**src/rtl/tmec_map.vh**
```
// register map, field positions, reset values and codes of the timer channel
`ifndef TMEC_MAP_VH
`define TMEC_MAP_VH

// ----------------------------------------------------------------------
// register offsets (byte addresses)
// ----------------------------------------------------------------------
`define TMEC_OFS_CONTROL   8'h00
`define TMEC_OFS_STATUS    8'h04
`define TMEC_OFS_COUNT     8'h08
`define TMEC_OFS_COMPARE   8'h0c

// ----------------------------------------------------------------------
// control_word fields
// ----------------------------------------------------------------------
`define TMEC_CW_RUN        15
`define TMEC_CW_IE_HI      14
`define TMEC_CW_IE_LO      12
`define TMEC_CW_GATE_EN    11
`define TMEC_CW_CPE        9
`define TMEC_CW_EXT_CLK    8
`define TMEC_CW_TAP_HI     7
`define TMEC_CW_TAP_LO     5
`define TMEC_CW_MODE_HI    4
`define TMEC_CW_MODE_LO    2
`define TMEC_CW_OC_HI      1
`define TMEC_CW_OC_LO      0

// ----------------------------------------------------------------------
// status_word fields
// ----------------------------------------------------------------------
`define TMEC_SW_IRQ        15
`define TMEC_SW_TIMEOUT    14
`define TMEC_SW_GATE_EVT   13
`define TMEC_SW_COMPARE    12
`define TMEC_SW_GATE_LVL   11
`define TMEC_SW_RUNNING    10
`define TMEC_SW_OUT_LVL    9
`define TMEC_SW_CMP_STATE  8

// ----------------------------------------------------------------------
// interrupt_select bit positions inside the 3-bit field
// ----------------------------------------------------------------------
`define TMEC_IE_COMPARE    0
`define TMEC_IE_GATE       1
`define TMEC_IE_TIMEOUT    2

// ----------------------------------------------------------------------
// mode_select and output_control codes
// ----------------------------------------------------------------------
`define TMEC_MODE_PULSE    3'h4
`define TMEC_MODE_PERIOD   3'h5
`define TMEC_MODE_EVENT    3'h6
`define TMEC_OC_OFF        2'h0
`define TMEC_OC_TOGGLE     2'h1
`define TMEC_OC_LOW        2'h2
`define TMEC_OC_HIGH       2'h3

// ----------------------------------------------------------------------
// reset values and load constants
// ----------------------------------------------------------------------
`define TMEC_RST_CONTROL   16'h0000
`define TMEC_RST_COMPARE   16'h0000
`define TMEC_RST_COUNT     16'h0000
`define TMEC_CNT_LOAD      16'hffff
`define TMEC_CNT_ZERO      16'h0000
`define TMEC_PRE_LOAD      8'hff

`endif

```
**src/rtl/tmec_timer.v**
```verilog
// timer channel: pulse-width, period and event counting with gate input
`timescale 1ns/1ps
`include "tmec_map.vh"

// Functional notes
// - mode 100 measures how long the gate stays asserted
// - measurement needs software_run, prescaler enable and gate_enable; running shown
// - first falling counter clock edge loads all ones, later edges decrement
// - pulse mode: gate negation flags, stops and freezes; restarts only after the channel is disarmed
// - reload values unused; counter always reloads all ones
// - gate_level shows the gate level two synchroniser stages late
// - mode 101 measures from one gate assertion to the next
// - period mode: first negation ignored, second assertion flags and stops
// - mode 110 counts falling counter clock edges as events
// - event mode without gate_enable ignores the gate entirely
// - event mode with gate_enable: negation pauses and flags, assertion resumes
// - count equal to compare sets compare_state and compare_flag
// - count reaching zero sets timeout_flag, clears compare_state unless compare is zero, then reloads
// - timer_output toggles at timeout per output_control; output_level shows it
// - counter wraps over 16 bits; prescaler taps readable as low extension
// - gate_event_flag cleared only by writing a one to it
// - enabled flags raise the interrupt request

module tmec_timer (
   // clock and reset
   input  wire        clk,
   input  wire        rstn,
   // register port
   input  wire [7:0]  reg_addr,
   input  wire [15:0] reg_wdata,
   input  wire        reg_wr,
   input  wire        reg_rd,
   output reg  [15:0] reg_rdata,
   // pins
   input  wire        gate_input_n,
   input  wire        counter_clock_input,
   output reg         timer_output,
   output reg         timer_output_oe,
   // interrupt request
   output reg         irq
);

   // ----------------------------------------------------------------------
   // states
   // ----------------------------------------------------------------------
   localparam [4:0] ST_IDLE = 5'h01;
   localparam [4:0] ST_WAIT = 5'h02;
   localparam [4:0] ST_RUN  = 5'h04;
   localparam [4:0] ST_HOLD = 5'h08;
   localparam [4:0] ST_DONE = 5'h10;

   reg  [15:0] control_word_q;
   reg  [15:0] compare_q;
   reg  [15:0] count_q;
   reg  [15:0] count_d;
   reg  [7:0]  pre_q;
   reg  [4:0]  state_q;
   reg  [4:0]  state_d;
   reg         load_pend_q;
   reg         load_pend_d;
   reg         seen_neg_q;
   reg         seen_neg_d;
   reg         timeout_flag_q;
   reg         gate_event_flag_q;
   reg         compare_flag_q;
   reg         compare_state_q;
   reg         gate_evt_set;
   reg         out_q;
   reg  [2:0]  gate_sync_q;
   reg  [2:0]  cclk_sync_q;
   reg         tap_q;

   // ----------------------------------------------------------------------
   // control fields
   // ----------------------------------------------------------------------
   wire       software_run             = control_word_q[`TMEC_CW_RUN];
   wire       counter_prescaler_enable = control_word_q[`TMEC_CW_CPE];
   wire       gate_enable              = control_word_q[`TMEC_CW_GATE_EN];
   wire       ext_clk_sel              = control_word_q[`TMEC_CW_EXT_CLK];
   wire [2:0] interrupt_select =
              control_word_q[`TMEC_CW_IE_HI:`TMEC_CW_IE_LO];
   wire [2:0] tap_sel = control_word_q[`TMEC_CW_TAP_HI:`TMEC_CW_TAP_LO];
   wire [2:0] mode_select =
              control_word_q[`TMEC_CW_MODE_HI:`TMEC_CW_MODE_LO];
   wire [1:0] output_control =
              control_word_q[`TMEC_CW_OC_HI:`TMEC_CW_OC_LO];

   wire mode_pulse  = (mode_select == `TMEC_MODE_PULSE);
   wire mode_period = (mode_select == `TMEC_MODE_PERIOD);
   wire mode_event  = (mode_select == `TMEC_MODE_EVENT);
   wire armed       = software_run & counter_prescaler_enable &
                      (mode_event | ((mode_pulse | mode_period) &
                                     gate_enable));

   // ----------------------------------------------------------------------
   // pin synchronisers
   // ----------------------------------------------------------------------
   // stage 0 is only ever read by stage 1; edges come from stages 1 and 2
   always @(posedge clk or negedge rstn) begin
      if (!rstn) begin
         gate_sync_q <= 3'h7;
         cclk_sync_q <= 3'h7;
      end else begin
         gate_sync_q <= {gate_sync_q[1:0], gate_input_n};
         cclk_sync_q <= {cclk_sync_q[1:0], counter_clock_input};
      end
   end

   wire gate_level = gate_sync_q[1];
   wire gate_on    = ~gate_sync_q[1];
   wire gate_rise  = ~gate_sync_q[1] & gate_sync_q[2];
   wire gate_fall  = gate_sync_q[1] & ~gate_sync_q[2];
   wire ext_fall   = ~cclk_sync_q[1] & cclk_sync_q[2];

   // ----------------------------------------------------------------------
   // prescaler and counter clock select
   // ----------------------------------------------------------------------
   // the prescaler counts down while the channel runs, so its value is
   // the natural low-order extension of the down counter
   wire running  = (state_q == ST_RUN);
   wire tap_now  = pre_q[tap_sel];
   wire int_fall = tap_q & ~tap_now;
   wire cnt_fall = running & (ext_clk_sel ? ext_fall : int_fall);

   always @(posedge clk or negedge rstn) begin
      if (!rstn) begin
         pre_q <= `TMEC_PRE_LOAD;
         tap_q <= 1'b1;
      end else begin
         if (!armed) begin
            pre_q <= `TMEC_PRE_LOAD;
         end else if (running) begin
            pre_q <= pre_q - 8'h01;
         end
         tap_q <= tap_now;
      end
   end

   // ----------------------------------------------------------------------
   // channel control
   // ----------------------------------------------------------------------
   always @* begin
      state_d      = state_q;
      load_pend_d  = load_pend_q;
      seen_neg_d   = seen_neg_q;
      gate_evt_set = 1'b0;
      case (state_q)
         ST_IDLE: begin
            seen_neg_d = 1'b0;
            if (armed) begin
               load_pend_d = 1'b1;
               if (mode_event && !gate_enable) begin
                  state_d = ST_RUN;
               end else if (gate_on) begin
                  state_d = ST_RUN;
               end else begin
                  state_d = ST_WAIT;
               end
            end
         end
         ST_WAIT: begin
            if (gate_on) begin
               state_d = ST_RUN;
            end
         end
         ST_RUN: begin
            if (mode_pulse && !gate_on) begin
               state_d      = ST_DONE;
               gate_evt_set = 1'b1;
            end else if (mode_period) begin
               if (gate_fall) begin
                  seen_neg_d = 1'b1;
               end
               if (gate_rise && seen_neg_q) begin
                  state_d      = ST_DONE;
                  gate_evt_set = 1'b1;
               end
            end else if (mode_event && gate_enable && !gate_on) begin
               state_d      = ST_HOLD;
               gate_evt_set = 1'b1;
            end
         end
         ST_HOLD: begin
            if (gate_on || !gate_enable) begin
               state_d = ST_RUN;
            end
         end
         ST_DONE: begin
            state_d = ST_DONE;
         end
         default: begin
            state_d = ST_IDLE;
         end
      endcase
      if (!armed) begin
         state_d = ST_IDLE;
      end
      if (cnt_fall) begin
         load_pend_d = 1'b0;
      end
   end

   always @(posedge clk or negedge rstn) begin
      if (!rstn) begin
         state_q     <= ST_IDLE;
         load_pend_q <= 1'b0;
         seen_neg_q  <= 1'b0;
      end else begin
         state_q     <= state_d;
         load_pend_q <= load_pend_d;
         seen_neg_q  <= seen_neg_d;
      end
   end

   // ----------------------------------------------------------------------
   // counter
   // ----------------------------------------------------------------------
   // reload values are never consulted here: every load is all ones
   always @* begin
      count_d = count_q;
      if (cnt_fall) begin
         if (load_pend_q || count_q == `TMEC_CNT_ZERO) begin
            count_d = `TMEC_CNT_LOAD;
         end else begin
            count_d = count_q - 16'h0001;
         end
      end
   end

   wire hit_zero    = cnt_fall & (count_d == `TMEC_CNT_ZERO);
   wire hit_compare = cnt_fall & (count_d == compare_q);

   // ----------------------------------------------------------------------
   // register writes and flags
   // ----------------------------------------------------------------------
   wire wr_ctrl = reg_wr & (reg_addr == `TMEC_OFS_CONTROL);
   wire wr_stat = reg_wr & (reg_addr == `TMEC_OFS_STATUS);
   wire wr_comp = reg_wr & (reg_addr == `TMEC_OFS_COMPARE);

   always @(posedge clk or negedge rstn) begin
      if (!rstn) begin
         control_word_q    <= `TMEC_RST_CONTROL;
         compare_q         <= `TMEC_RST_COMPARE;
         count_q           <= `TMEC_RST_COUNT;
         timeout_flag_q    <= 1'b0;
         gate_event_flag_q <= 1'b0;
         compare_flag_q    <= 1'b0;
         compare_state_q   <= 1'b0;
      end else begin
         count_q <= count_d;
         if (wr_ctrl) begin
            control_word_q <= reg_wdata;
         end
         if (wr_comp) begin
            compare_q <= reg_wdata;
         end
         // a set in the same cycle as a clear wins
         if (hit_zero) begin
            timeout_flag_q <= 1'b1;
         end else if (wr_stat && reg_wdata[`TMEC_SW_TIMEOUT]) begin
            timeout_flag_q <= 1'b0;
         end
         if (gate_evt_set) begin
            gate_event_flag_q <= 1'b1;
         end else if (wr_stat && reg_wdata[`TMEC_SW_GATE_EVT]) begin
            gate_event_flag_q <= 1'b0;
         end
         if (hit_compare) begin
            compare_flag_q <= 1'b1;
         end else if (wr_stat && reg_wdata[`TMEC_SW_COMPARE]) begin
            compare_flag_q <= 1'b0;
         end
         if (hit_compare) begin
            compare_state_q <= 1'b1;
         end else if (hit_zero) begin
            compare_state_q <= 1'b0;
         end
      end
   end

   // ----------------------------------------------------------------------
   // timer output pin
   // ----------------------------------------------------------------------
   // the pin is released while output_control is off; the level is kept
   always @(posedge clk or negedge rstn) begin
      if (!rstn) begin
         out_q           <= 1'b0;
         timer_output_oe <= 1'b0;
      end else begin
         timer_output_oe <= (output_control != `TMEC_OC_OFF);
         case (output_control)
            `TMEC_OC_TOGGLE: begin
               if (hit_zero) begin
                  out_q <= ~out_q;
               end
            end
            `TMEC_OC_LOW: begin
               out_q <= 1'b0;
            end
            `TMEC_OC_HIGH: begin
               out_q <= 1'b1;
            end
            default: begin
               out_q <= out_q;
            end
         endcase
      end
   end

   always @(posedge clk or negedge rstn) begin
      if (!rstn) begin
         timer_output <= 1'b0;
      end else begin
         timer_output <= out_q;
      end
   end

   // ----------------------------------------------------------------------
   // interrupt request
   // ----------------------------------------------------------------------
   wire irq_d = (interrupt_select[`TMEC_IE_COMPARE] & compare_flag_q) |
                (interrupt_select[`TMEC_IE_GATE]    & gate_event_flag_q) |
                (interrupt_select[`TMEC_IE_TIMEOUT] & timeout_flag_q);

   always @(posedge clk or negedge rstn) begin
      if (!rstn) begin
         irq <= 1'b0;
      end else begin
         irq <= irq_d;
      end
   end

   // ----------------------------------------------------------------------
   // register reads
   // ----------------------------------------------------------------------
   wire [15:0] status_word = {irq, timeout_flag_q, gate_event_flag_q,
                              compare_flag_q, gate_level, running,
                              timer_output, compare_state_q,
                              pre_q};

   always @(posedge clk or negedge rstn) begin
      if (!rstn) begin
         reg_rdata <= 16'h0000;
      end else if (reg_rd) begin
         case (reg_addr)
            `TMEC_OFS_CONTROL: reg_rdata <= control_word_q;
            `TMEC_OFS_STATUS:  reg_rdata <= status_word;
            `TMEC_OFS_COUNT:   reg_rdata <= count_q;
            `TMEC_OFS_COMPARE: reg_rdata <= compare_q;
            default:           reg_rdata <= 16'h0000;
         endcase
      end else begin
         reg_rdata <= 16'h0000;
      end
   end

endmodule // tmec_timer
```
**config.mk**
```make
export PLATFORM = sky130hd
export DESIGN_NAME = tmec_timer
export DESIGN_NICKNAME = d
export VERILOG_FILES = /design/src/rtl/tmec_timer.v
export VERILOG_INCLUDE_DIRS = /design/src /design/src/rtl
export SDC_FILE = /design/constraint.sdc
export NUM_CORES = 1
export LEC_CHECK = 0
export BUFFER_PORTS_ARGS = -buffer_cell sky130_fd_sc_hd__buf_2
export CORE_MARGIN = 5
export CORE_UTILIZATION = 40
export CTS_BUF_LIST = sky130_fd_sc_hd__clkbuf_4 sky130_fd_sc_hd__clkbuf_8
export CTS_CLUSTER_DIAMETER = 30
export CTS_CLUSTER_SIZE = 16
export DETAILED_ROUTE_END_ITERATION = 7
export MAX_ROUTING_LAYER = met4
export SYNTH_ARGS = -nofsm -noshare
export SYNTH_HDL_FRONTEND = slang
export SYNTH_SLANG_ARGS = --single-unit
```
**constraint.sdc**
```tcl
create_clock -name clk -period 3.8 [get_ports clk]
set_input_delay 0 -clock clk [delete_from_list [all_inputs] [get_ports clk]]
set_output_delay 0 -clock clk [all_outputs]
set_load 0.01 [all_outputs]
```
==> flow_metrics.tcl <==
set metrics [dict create \
    run_status "finished clean" \
    r2r-start "count_q[1]" \
    ant_nets 0 \
    buffer_ports.inserted 48 \
    detailedRoute.firstPassIterationCount 5 \
    grt_pass1_wl_um 24900 \
    synth-seq-cells 94 \
    detail_route.wirelength_um 15700 \
    routed_wl_met3_um 847 \
    maxCapViolCount 0 \
    synthesis.nets 536 \
    area_fraction_of_the_dominant_cell_type_after_synthesis_pct 38.0 \
    seq_area_um2 2370 \
    cts_setup_buffers 0 \
    drive_above_1_share_pct 25.9 \
    setup_total_negative_slack_ns 0 \
    drtIter0Drc 506 \
    drc_violations 0 \
    dominant_register_cell_in_the_synthesized_netlist "dfrtp_1" \
    highest-signal-layer "met4" \
    yosysWarnings 0 \
    filler_cell_count 1217 \
    antenna-diode-count 0 \
    met2_wirelength_um 7480 \
    finalMaxSlewViolations 0 \
    boundary_pin_count 49 \
    cts_tree "built" \
    clk_latency_ns 0.39 \
    worst_clock_skew_ns 0.00675 \
    postLayoutCoreUtil_pct 47.2 \
    setup_violations 0 \
    cp-end-kind "flip-flop" \
    grt_start_max_net_pins 74 \
    floorplan.die_area_um2 15200 \
    hold_class "in -> reg" \
    syn_inst 503 \
    timing_worst_slew_pin_value_ns 0.949 \
    critical_path.startpoint "count_q[1]" \
    synth_async_reset_ratio_pct 100 \
    placed_cells_incl_taps 708 \
    highest_achievable_clock_rate_ghz 0.294 \
    dr_total_vias 4311 \
    cts_buffer_depth 2 \
    slew_headroom_pct 36.8 \
    max_h_tree_level 3 \
    detail_route.vias_per_cell 5.79 \
    antenna_found_initial 0 \
    avgRoutedWirePerCell_um 21.1 \
    worst_setup_path_start_kind "flip-flop" \
    fin_crit_sh_pct 89.4 \
    multiInputGateArea_um2 2550 \
    design.final.nets 601 \
    critical_path_arrival_ns 3.71 \
    standard_cell_row_count 41 \
    vdd_drop_max_uv 205 \
    route.layer.met1.wl_um 7080 \
    height_of_the_die_um 123 \
    final_cells 744 \
    design.core.area_um2 12600 \
    ys_seq_area_share_pct 46.2 \
    overflow 0 \
    groute.usage.overall_pct 22.5 \
    hold_violations 0 \
    netlist.top_cell.by_area "dfrtp_1" \
    cp_max_fo 12 \
    cts_num_sinks 94 \
    place_hpwl_um 11500 \
    post_synth_main_area_contributors "dfrtp_1 38%, dfstp_2 8.2%, mux2_2 7.2%" \
    power_density_nw_per_um2 302 \
    first_global_vias 4294 \
    layout-area-overhead-vs-synth_pct 16.1 \
    worst-setup-path-type "reg -> reg" \
    finalCriticalPeriod_ns 3.40 \
    path_clk_slew_ns 0.09 \
    ctsResizeCount 0 \
    routabilityCongestion 0.914 \
    syn_area_per_cell_um2 10.2 \
    cts_hold_repair.buffers 21 \
    cts-root-buf "clkbuf_8" \
    cp.required_ns 4.12 \
    worstHoldStart "reg_addr[0]" \
    yosys.cell_types.count 69 \
    grt_setup_unrepaired "no" \
    syn_area_um2 5130 \
    number_of_enable_flip_flop_cells_after_synthesis 0 \
    cts-buffers-inserted 9 \
    power.leakage_nw 2.71 \
    initial_utilization_pct 40.7 \
    die_width_um 123 \
]
[layout make-up]
class	instances	share of cell area [%]
Clock buffer	10	2.31
Clock inverter	5	0.588
Inverter	19	1.20
Multi-Input combinational cell	358	42.7
Sequential cell	94	39.8
Tap cell	172	3.61
Timing Repair Buffer	86	9.74
[cells in the final DEF (no fill, tap or decap), types with 4 or more instances in the layout]
| master | count |
|---|---|
| nor3b_1 | 4 |
| and3_1 | 15 |
| nand3_1 | 13 |
| nand2_1 | 36 |
| nor2b_1 | 9 |
| nand2b_1 | 6 |
| mux4_2 | 6 |
| mux2i_1 | 6 |
| buf_2 | 47 |
| buf_4 | 18 |
| a21oi_1 | 25 |
| dlygate4sd3_1 | 21 |
| dfrtp_1 | 78 |
| nor4_1 | 8 |
| a2bb2oi_1 | 6 |
| or3_1 | 4 |
| nor3_1 | 11 |
| xor2_1 | 12 |
| dfstp_2 | 16 |
| inv_1 | 19 |
| mux2_2 | 33 |
| a22oi_1 | 26 |
| a31oi_1 | 5 |
| o22ai_1 | 8 |
| clkbuf_8 | 10 |
| nor2_1 | 30 |
| xnor2_1 | 10 |
| o21ai_0 | 19 |
| and2_1 | 5 |
[cell families after synthesis]
kind of cell | after synthesis | synth area share (%)
AND/OR/NAND/NOR | 166 | 17.8
AO/OA/AOI/OAI | 122 | 16.3
flip-flops | 94 | 46.2
buffers and inverters | 51 | 4.19
multiplexers | 45 | 11.0
XOR/XNOR | 22 | 3.75
adder cells (fa/ha/maj) | 3 | 0.731
[flip-flops by register name, summed over array words and instances, names as in the netlist, 3 cells and up]
register	count
compare_q	16
control_word_q	16
count_q	16
reg_rdata	16
pre_q	8
state_q	5
cclk_sync_q	3
gate_sync_q	3
[worst paths after layout]
kind	endpoint	slack (ns)	depth (start not counted)
max	compare_state_q	0.40	10
min	reg_rdata[9]	0.08	4
max reg2reg	compare_state_q	0.40	10
min reg2reg	cclk_sync_q[1]	0.36	0
max in group asynchronous	count_q[4]	2.63	3
min in group asynchronous	load_pend_q	0.30	2
[power breakdown]
part	internal [mW]	total (mW)	switching (mW)
Clock	0.253	0.630	0.377
Sequential	1.02	1.05	0.0286
Combinational	0.0608	0.119	0.0587
[metrics by stage]
step                hold slack [ns]  total power [mW]  worst slack, ns  cell area (um2)
floorplan                    -0.296              1.11             1.01             5130
finish                       0.0808              1.80            0.401             5960
detailed placement            0.106              1.17            0.482             5580
global placement              0.105              1.17            0.568             5580
global route                 0.0884              1.87            0.185             5960
CTS                          0.0614              1.82            0.460             5960
[cell usage after synthesis, drive strengths merged, types with 10 or more instances]
cell,instances
dfrtp,78
nand2,36
mux2,33
nor2,31
a21oi,26
a22oi,26
clkbuf,20
o21ai,20
inv,19
dfstp,16
and3,15
nand3,14
buf,12
nor3,12
xor2,12
xnor2,10
[layer usage]
layer / track usage (%) / vias to the layer above
li1: - / 1976
met1: 29.8 / 2154
met2: 34.9 / 159
met3: 4.53 / 22
met4: 6.78 / 0
met5: - / -
[critical path: stages, from the launching register on]
cell,delay [ns]
dfrtp_1,0.46
inv_1,0.10
ha_1,0.41
nand3_2,0.19
or4_1,0.58
a22o_1,0.24
o41a_1,0.39
nor4_1,0.41
o2111a_1,0.30
nand4_1,0.14
o21ai_0,0.11
No activity file was read; power rests on OpenSTA's default activity.
